<file path="config.mk">
export PLATFORM = sky130hd
export DESIGN_NAME = drive_reset_diag_handshake
export DESIGN_NICKNAME = d
export VERILOG_FILES = /design/src/hdl/drive_reset_pkg.sv /design/src/hdl/drive_reset_diag_handshake.sv /design/src/hdl/pin_sync.sv
export VERILOG_INCLUDE_DIRS = /design/src /design/src/hdl
export SDC_FILE = /design/constraint.sdc
export NUM_CORES = 1
export LEC_CHECK = 0
export ABC_AREA = 0
export BUFFER_PORTS_ARGS = -buffer_cell sky130_fd_sc_hd__buf_2
export CAP_MARGIN = 40
export CORE_ASPECT_RATIO = 1.25
export CORE_MARGIN = 2
export CORE_UTILIZATION = 50
export DETAILED_ROUTE_END_ITERATION = 10
export PLACE_DENSITY_LB_ADDON = 0.25
export SYNTH_ARGS = -nofsm -noshare
export SYNTH_HDL_FRONTEND = slang
export SYNTH_SLANG_ARGS = --single-unit
export TNS_END_PERCENT = 1
</file>
<file path="constraint.sdc">
create_clock -name clk_in -period 3.35 [get_ports clk_in]
set_input_delay 0.67 -clock clk_in [delete_from_list [all_inputs] [get_ports clk_in]]
set_output_delay 0.67 -clock clk_in [all_outputs]
set_load 0.05 [all_outputs]
</file>
<file path="src/hdl/drive_reset_params.svh">
// Purpose: Constants for the drive reset and diagnostic handshake.
// Assumes: 100 MHz clock, 10 ns period.
// Notes: Times are kept in their own units; cycle counts derive from them.
// Contract
// RULE1 - Host holds reset 25 us; primary sets busy, releases diag within 400 ns.
// RULE2 - Primary releases presence within 1 ms, samples it from 1 to 450 ms.
// RULE3 - With secondary present, primary samples diag line from 1 ms to 31 s.
// RULE4 - Secondary drops diag within 1 ms, then asserts it within 30 s.
// RULE5 - Secondary present only if seen in window; failed if diag absent at close.
`ifndef DRIVE_RESET_PARAMS_SVH
`define DRIVE_RESET_PARAMS_SVH

`define CLK_PERIOD_NS 10
`define RESET_PULSE_US 25
`define BUSY_SET_MAX_NS 400
`define PRESENCE_RELEASE_MAX_MS 1
`define PRESENCE_SAMPLE_MIN_MS 1
`define PRESENCE_SAMPLE_MAX_MS 450
`define DIAG_SAMPLE_MIN_MS 1
`define DIAG_SAMPLE_MAX_S 31
`define SEC_DIAG_NEGATE_MAX_MS 1
`define SEC_DIAG_ASSERT_MAX_S 30

`define BUSY_SET_CYCLES (`BUSY_SET_MAX_NS / `CLK_PERIOD_NS)
`define PRESENCE_RELEASE_CYCLES \
    (`PRESENCE_RELEASE_MAX_MS * 1000000 / `CLK_PERIOD_NS)
`define PRESENCE_OPEN_CYCLES \
    (`PRESENCE_SAMPLE_MIN_MS * 1000000 / `CLK_PERIOD_NS)
`define PRESENCE_CLOSE_CYCLES \
    (`PRESENCE_SAMPLE_MAX_MS * 1000000 / `CLK_PERIOD_NS)
`define DIAG_OPEN_CYCLES (`DIAG_SAMPLE_MIN_MS * 1000000 / `CLK_PERIOD_NS)
`define DIAG_CLOSE_CYCLES \
    (64'd`DIAG_SAMPLE_MAX_S * 64'd1000000000 / 64'd`CLK_PERIOD_NS)

`endif

</file>
<file path="src/hdl/drive_reset_pkg.sv">
// Purpose: Types for the drive reset and diagnostic handshake.
// Assumes: Nothing beyond the parameter header.
// Notes: Sequencer states only.
package drive_reset_pkg;
    typedef enum logic [2:0] {
        ST_IDLE = 3'b000,
        ST_WAIT_PRESENCE = 3'b001,
        ST_WAIT_DIAG = 3'b010,
        ST_DONE = 3'b011
    } seq_state_t;
endpackage : drive_reset_pkg

</file>
<file path="src/hdl/drive_reset_diag_handshake.sv">
// Purpose: Primary drive side of the reset and diagnostic handshake.
// Assumes: reset_in is the host reset, already synchronous to clk_in.
// Notes: Line inputs are active-high "asserted" levels of the low-true
// lines; output enables are low while this drive pulls a line down.
// Window limits are counted in clock cycles, so a bench may shorten them;
// the defaults give the full millisecond and second windows at 100 MHz.
`timescale 1ns/1ps
`default_nettype none
`include "drive_reset_params.svh"
module drive_reset_diag_handshake
    import drive_reset_pkg::*;
#(
    parameter longint unsigned PRESENCE_OPEN = `PRESENCE_OPEN_CYCLES,
    parameter longint unsigned PRESENCE_CLOSE = `PRESENCE_CLOSE_CYCLES,
    parameter longint unsigned DIAG_OPEN = `DIAG_OPEN_CYCLES,
    parameter longint unsigned DIAG_CLOSE = `DIAG_CLOSE_CYCLES
) (
    // Clock and reset
    input wire logic clk_in,
    input wire logic reset_in,
    // Shared open-drain lines, asserted level sampled
    input wire logic presence_activity_line_in,
    input wire logic diag_passed_line_in,
    // Shared open-drain line drivers
    output logic presence_activity_line_out,
    output logic presence_activity_line_oe_n_out,
    output logic diag_passed_line_out,
    output logic diag_passed_line_oe_n_out,
    // Status
    output logic status_busy_flag_out,
    output logic secondary_present_out,
    output logic secondary_diag_passed_out,
    output logic secondary_failed_out,
    output logic sequence_done_out
);
    // Synchronised line levels.
    logic presence_s;
    logic diag_s;
    // Sequence state and cycles elapsed since reset release.
    seq_state_t state_q;
    seq_state_t state_d;
    logic [35:0] elapsed_q;
    logic [35:0] elapsed_d;
    // Busy and the sticky status flags.
    logic busy_q;
    logic busy_d;
    logic present_q;
    logic present_d;
    logic passed_q;
    logic passed_d;
    logic failed_q;
    logic failed_d;
    logic done_q;
    logic done_d;
    // Registered line drivers.
    logic pres_drv_q;
    logic pres_drv_d;
    logic pres_oe_n_q;
    logic pres_oe_n_d;
    logic diag_drv_q;
    logic diag_drv_d;
    logic diag_oe_n_q;
    logic diag_oe_n_d;

    // True while the elapsed count lies inside [lo, hi].
    function automatic logic in_window(input logic [35:0] t,
                                       input longint unsigned lo,
                                       input longint unsigned hi);
        in_window = (64'(t) >= lo) && (64'(t) <= hi);
    endfunction : in_window

    // True once the elapsed count has reached the limit lim.
    function automatic logic reached(input logic [35:0] t,
                                     input longint unsigned lim);
        reached = 64'(t) >= lim;
    endfunction : reached

    // Both shared lines are driven from another drive's clock domain, so
    // each passes two flip-flops before the sequence looks at it.
    pin_sync u_presence_sync (
        .clk_in(clk_in),
        .reset_in(reset_in),
        .pin_in(presence_activity_line_in),
        .sync_out(presence_s)
    );

    pin_sync u_diag_sync (
        .clk_in(clk_in),
        .reset_in(reset_in),
        .pin_in(diag_passed_line_in),
        .sync_out(diag_s)
    );

    // Timer group. The count starts at the first edge after reset release
    // and freezes once the sequence is over, so it can never wrap.
    always_comb begin
        elapsed_d = elapsed_q;
        if (state_q != ST_DONE) begin
            elapsed_d = elapsed_q + 36'h1;
        end
    end

    always_ff @(posedge clk_in) begin
        if (reset_in) begin
            elapsed_q <= 36'h0;
        end else begin
            elapsed_q <= elapsed_d;
        end
    end

    // Sequence group. After reset release the primary raises busy at once,
    // then waits for the secondary to announce itself on the presence line
    // inside the presence window. A presence seen too early is not refused
    // outright: the level is simply not acted on until the window opens.
    // Once the secondary is known, the diag line is watched in the same way
    // inside the diag window; a level seen before that window opens is the
    // leftover of the secondary's reset state and is ignored. Every exit
    // drops busy and raises done; all status flags stick until reset.
    always_comb begin
        state_d = state_q;
        busy_d = busy_q;
        present_d = present_q;
        passed_d = passed_q;
        failed_d = failed_q;
        done_d = done_q;
        case (state_q)
            ST_IDLE: begin
                // Busy is set on the first edge after reset release.
                busy_d = 1'b1; // RULE1
                state_d = ST_WAIT_PRESENCE;
            end
            ST_WAIT_PRESENCE: begin
                // A level seen before the window opens just waits here.
                if (presence_s &&
                    in_window(elapsed_q, PRESENCE_OPEN, PRESENCE_CLOSE)) begin
                    present_d = 1'b1; // RULE5
                    state_d = ST_WAIT_DIAG; // RULE2
                end else if (reached(elapsed_q, PRESENCE_CLOSE)) begin
                    // No secondary: self diagnostics alone end the sequence.
                    busy_d = 1'b0; // RULE2
                    done_d = 1'b1;
                    state_d = ST_DONE;
                end
            end
            ST_WAIT_DIAG: begin
                // A pass level left over from the secondary's reset state
                // falls before the window opens and is not taken.
                if (diag_s &&
                    in_window(elapsed_q, DIAG_OPEN, DIAG_CLOSE)) begin // RULE4
                    passed_d = 1'b1; // RULE3
                    busy_d = 1'b0;
                    done_d = 1'b1;
                    state_d = ST_DONE;
                end else if (reached(elapsed_q, DIAG_CLOSE)) begin
                    // Window closed without the pass level.
                    failed_d = 1'b1; // RULE5
                    busy_d = 1'b0;
                    done_d = 1'b1;
                    state_d = ST_DONE;
                end
            end
            ST_DONE: begin
                // Flags and busy hold until the host resets the drives again.
                state_d = ST_DONE;
            end
            default: begin
                state_d = ST_IDLE;
            end
        endcase
    end

    // Sequence registers.
    always_ff @(posedge clk_in) begin
        if (reset_in) begin
            state_q <= ST_IDLE;
            busy_q <= 1'b0;
            present_q <= 1'b0;
            passed_q <= 1'b0;
            failed_q <= 1'b0;
            done_q <= 1'b0;
        end else begin
            state_q <= state_d;
            busy_q <= busy_d;
            present_q <= present_d;
            passed_q <= passed_d;
            failed_q <= failed_d;
            done_q <= done_d;
        end
    end

    // Line driver group. This drive's own self-test is taken as passed, so
    // it never pulls either shared line: the enables stay high (released)
    // from reset onward and the data bits hold the pulled-down level.
    always_comb begin
        pres_drv_d = 1'b0;
        pres_oe_n_d = 1'b1; // RULE2
        diag_drv_d = 1'b0;
        diag_oe_n_d = 1'b1; // RULE1
    end

    always_ff @(posedge clk_in) begin
        if (reset_in) begin
            pres_drv_q <= 1'b0;
            pres_oe_n_q <= 1'b1;
            diag_drv_q <= 1'b0;
            diag_oe_n_q <= 1'b1;
        end else begin
            pres_drv_q <= pres_drv_d;
            pres_oe_n_q <= pres_oe_n_d;
            diag_drv_q <= diag_drv_d;
            diag_oe_n_q <= diag_oe_n_d;
        end
    end

    // Every port is a plain copy of its register.
    assign presence_activity_line_out = pres_drv_q;
    assign presence_activity_line_oe_n_out = pres_oe_n_q;
    assign diag_passed_line_out = diag_drv_q;
    assign diag_passed_line_oe_n_out = diag_oe_n_q;
    assign status_busy_flag_out = busy_q;
    assign secondary_present_out = present_q;
    assign secondary_diag_passed_out = passed_q;
    assign secondary_failed_out = failed_q;
    assign sequence_done_out = done_q;
endmodule : drive_reset_diag_handshake
`default_nettype wire

</file>
<file path="src/hdl/pin_sync.sv">
// Purpose: Two-flop synchroniser for a pin input.
// Assumes: Pin level is asynchronous to clk_in.
// Notes: Only the second stage is visible outside.
`timescale 1ns/1ps
`default_nettype none
module pin_sync (
    // Clock and reset
    input wire logic clk_in,
    input wire logic reset_in,
    // Pin
    input wire logic pin_in,
    output logic sync_out
);
    logic meta_q;
    logic meta_d;
    logic sync_q;
    logic sync_d;

    always_comb begin
        meta_d = pin_in;
        sync_d = meta_q;
    end

    always_ff @(posedge clk_in) begin
        if (reset_in) begin
            meta_q <= 1'b0;
            sync_q <= 1'b0;
        end else begin
            meta_q <= meta_d;
            sync_q <= sync_d;
        end
    end

    assign sync_out = sync_q;
endmodule : pin_sync
`default_nettype wire

</file>
* Word-level counts from Yosys, hierarchy flattened
Index checks and enable logic that the tools add are counted.
** Storage, ports and cells
- Register bits after elaboration :: 48
- Bits of input ports :: 4
- Output and inout port bits :: 9
- Logic and storage cells :: 54
** Operators by class
- $add $sub $neg :: 1
- Order comparisons :: 5
- Equality and inequality tests :: 8
- Mux-type cells :: 15
- Bitwise logic cells :: 1
- Reduce and logical (&&, ||, !) cells :: 13
** Operators by type and width (number)
- $add A36 B1 Y36 const B :: 1
- $ge A36 B17 Y1 const B :: 1
- $ge A36 B26 Y1 const B :: 1
- $ge A36 B32 Y1 const B :: 1
- $le A36 B26 Y1 const B :: 1
- $le A36 B32 Y1 const B :: 1
- $mux W3 :: 4
- $pmux W3 S4 :: 1
- $mux W1 :: 8
- $reduce_and A4 Y1 :: 2
- $eq A3 B2 Y1 const B :: 2
- $ne A3 B3 Y1 const B :: 2
- $reduce_and A2 Y1 :: 3
- $logic_and A1 B1 Y1 :: 4
- $ne A2 B2 Y1 const B :: 2
- $eq A3 B1 Y1 const B :: 1
- $logic_not A3 Y1 :: 1
- $ne A3 B2 Y1 const B :: 1
- $pmux W1 S3 :: 1
- $reduce_and A3 Y1 :: 1
- $reduce_bool A3 Y1 :: 1
- $pmux W1 S2 :: 1
- $reduce_bool A2 Y1 :: 1
- $not A1 Y1 :: 1

* Longest topological paths before layout
- Depth after elaboration :: 5
- Mapped depth :: 9
- Gate-level depth less buffers :: 9

* Hierarchy
A second synthesis with hierarchy kept.
** Second synthesis, totals
- Cells, all modules :: 288
- Area, all modules :: 2479.9 um^2
** By module, submodules not included
- drive_reset_diag_handshake :: times used 1, cells an instance 280, area an instance 2374.8 um^2, seq. area each 860.8 um^2
- pin_sync :: times used 2, cells an instance 4, area an instance 52.6 um^2, seq. area each 40.0 um^2

* Worst setup path before layout
No wires, ideal clock.
- Kind :: reg2reg
- Start :: register state_q[0]
- End :: register elapsed_q[35]
- Library setup time :: 71 ps
- Arrival time :: 2326 ps
- Required time :: 3279 ps
- Path slack :: 954 ps
- Stages on the path, launching flop included :: 9
- Path buffers :: 1
- Clock period less this slack :: 2396 ps
- Cell sequence :: dfxtp_1 > ha_1 > clkbuf_1 > nand4b_1 > nor3_1 > nand4_1 > or2_2 > or3_1 > a21oi_1
** On the way
- Word-level cells in the longest chain between the ends :: 1
** Ends and longest elaborated chain
- start, declared :: line drive_reset_diag_handshake.sv:40 : seq_state_t state_q;
- start signal, assigned :: line drive_reset_diag_handshake.sv:182 : state_q <= state_d;
- $ne A3 B2 Y1 :: line drive_reset_diag_handshake.sv:98 : if (state_q != ST_DONE) begin
- end signal, assigned :: line drive_reset_diag_handshake.sv:107 : elapsed_q <= elapsed_d;
- end, declared :: line drive_reset_diag_handshake.sv:42 : logic [35:0] elapsed_q;
Every way passes these cells.
A chain may end at the register's enable or synchronous reset.

* Worst setup path after layout
- Start :: register elapsed_q[32]
- End :: register state_q[0]
** On the way
- Word-level cells in the longest chain between the ends :: 5
- Elaborated cells on any way between the ends :: 15
- Classes of those cells :: order compare (5); eq/ne (2); mux (3); reduce/logical (5)
** Ends and longest elaborated chain
- $ge A36 B17 Y1, or another cell as far along :: line drive_reset_diag_handshake.sv:69 : in_window = (64'(t) >= lo) && (64'(t) <= hi);
- $logic_and A1 B1 Y1 :: line drive_reset_diag_handshake.sv:69
- $logic_and A1 B1 Y1, on equally long branches :: line drive_reset_diag_handshake.sv:148, drive_reset_diag_handshake.sv:134
- $mux W3, or another cell as far along :: line drive_reset_diag_handshake.sv:148 : if (diag_s &&
- $pmux W3 S4 / $reduce_and A2 Y1 (equally long branches)
Several ways; a longest one is shown, not always the timed one.

==> out/qor.yml <==
outcome:
  outcome: "finished clean"
worst_setup_path:
  end_kind: "register"
  critical_path_class: "register to register"
  crit_fanout: 5
  cp-start-kind: "register"
  cp.arrival_ps: 2680
  required_ps: 3510
synthesis:
  syn_inst: 299
  synth_edf_count: 0
  synth-xor-area-share: 0.1080
  synthArstFlopShare: 0
  synthFlopType: "dfxtp_1"
  yosysTopAreaCell: "dfxtp_1"
  ys_warn_count: 0
  ys_seq_area_frac: 0.3743
  syn_avg_cell_area_sq_um: 8.407
  synth_top_family_by_area: "simple AND/OR/NAND/NOR gates"
  synth_top_cell_area_share: 0.3743
  ys_top_cells_by_area: "dfxtp_1 37%, nor2_1 7.0%, xor2_1 6.3%"
  synth_common_cells: "47 x dfxtp_1, 47 x nor2_1, 20 x nand2_1, 18 x xor2_1, 14 x inv_1"
  synth_cell_type_count: 49
  synthAdderAreaFrac: 0.03484
  synthMuxAreaShare: 0.003982
  ys_seq_elements: 47
  syn_area_sq_um: 2514
  synth-simple-area-share: 0.3126
  synth_compound_area_frac: 0.1120
power:
  power_density_nw_per_um2: 472.2
  ir_worst_vdd_uv: 226.7
  p_leak_uw: 0.0009887
floorplan:
  dieArea_sq_um: 5614
  fp.dieW_microns: 67.42
  start_util: 0.5237
  row_count: 28
  core_area_sq_um: 4800
  pin_count: 13
  die_h_microns: 83.28
sta:
  slew_viol_final: 0
  holdWs_ps: 445.0
  grt_setup_unrepaired: "false"
  finalCritPeriodShare: 0.7525
  finalSetupTns_ps: 0
  clock_skew_ps: 6.620
  min_period_ps: 2521
  fmax_mhz: 396.7
  hold_viol: 0
  max_slew_margin: 0.4586
  setup_viol: 0
  worst_pin_slew_ps: 812.1
grt:
  antenna_found_initial: 0
  first_global_vias: 1892
  grt_pass1_wl_microns: 8666
  grtUsageTotal: 0.1952
  overflow: 0
  grt_max_degree: 48
routing:
  vias: 2028
  drt-total-wl_microns: 4992
  viasPerCell: 5.587
  drt_iter0_markers: 109
  firstDrtPassIters: 5
  detail-route-antenna-nets: 0
  post_drt_wl_per_cell_microns: 13.75
  drc_errors: 0
final_layout:
  largest_register_ffs: 36
  syn2layout_area_growth_pct: 6.421
  num_antenna_cells: 0
  top_register: "elapsed_q"
  nets: 313
  drive_gt1_frac: 0.09901
  largestRegisters: "elapsed_q: 36 flops, state_q: 2 flops"
clocking:
  clk_pin_slew_ps: 80
  cts_hold_buf: 0
  numCtsBuffers: 5
  ctsResizeCount: 0
  cts_root_buf: "clkbuf_8"
  clk_latency_ps: 300
  cts_tree: "yes"
  clock_sinks: 47
  htreeDepth: 2
  clk_path_buf_depth: 2
  cts_setup_buffers: 0
hold_path:
  hold_path.class: "register to register"
place:
  gp_congestion: 0.8032
  portBuffers: 8
  dpl.hpwl_microns: 3591
run:
  max_cap_viol_count: 0
==> placed cells by master, fill, tap and decap left out, types with 8 or more instances in the layout <==
master | netlist | layout
dfxtp_1 | 47 | 47
buf_2 | 1 | 8
a21oi_1 | 10 | 10
nand4_1 | 8 | 8
nand3_1 | 9 | 9
nand2_1 | 20 | 20
xnor2_1 | 13 | 13
inv_1 | 14 | 14
nor2_1 | 47 | 47
nor3_1 | 13 | 13
xor2_1 | 18 | 18
==> critical path: stages, from the launching register on <==
cell	delay, ps
dfxtp_1	340
or4_4	560
or4_4	550
a311oi_4	340
o21bai_1	150
a2111oi_2	360
nor3_1	80
==> worst paths after layout <==
| kind | endpoint | from | cells past startpoint | slack (ps) |
|---|---|---|---|---|
| max | state_q[0]$_SDFFE_PP0P_ | elapsed_q[32]$_SDFFE_PP0N_ | 6 | 830 |
| min | secondary_present_out$_SDFFE_PP0P_ | secondary_present_out$_SDFFE_PP0P_ | 2 | 450 |
| max reg2reg | state_q[0]$_SDFFE_PP0P_ | elapsed_q[32]$_SDFFE_PP0N_ | 6 | 830 |
| min reg2reg | secondary_present_out$_SDFFE_PP0P_ | secondary_present_out$_SDFFE_PP0P_ | 2 | 450 |
==> kinds of logic after synthesis <==
kind of cell               after synthesis
and+or+nand+nor                        146
DFF                                     47
AOI/OAI and AO/OA                       35
xor gates and xnor gates                31
buffers and inverters                   30
adders and majority gates                7
other                                    2
muxes                                    1
==> area by class of cell <==
cell class	count	area [sq um]
Fill cell	464	2125
Multi-Input combinational cell	224	1451
Sequential cell	47	940.9
Clock buffer	8	100.1
Tap cell	60	75.07
Timing Repair Buffer	10	55.05
Inverter	14	52.55
==> layer usage <==
layer  wire length, microns  share of wire  track usage
met1                   2225           0.45       0.2382
met2                   2577           0.52       0.3375
met3                    120          0.024      0.03659
met4                     68          0.014      0.05937
met5                      0              0            0
==> power breakdown <==
group	leakage (uW)	total (uW)	internal, uW	switching, uW
registers	0.000381	624	594	30.0
logic	0.000556	269	100	169
clock network	0.0000515	371	188	182
==> stage by stage <==
step	power, uW	utilization	cells	area (sq um)	setup WS [ps]
final	1263	0.5574	363	2675	829.0
after global routing	1338	0.5574	363	2675	659.9
after global placement	902.0	0.5365	355	2575	861.8
after floorplan	856.9	-	301	2521	953.9
after CTS	1280	0.5574	363	2675	815.0
after detailed placement	907.0	0.5365	355	2575	836.4
(Power assumes the default switching activity.)
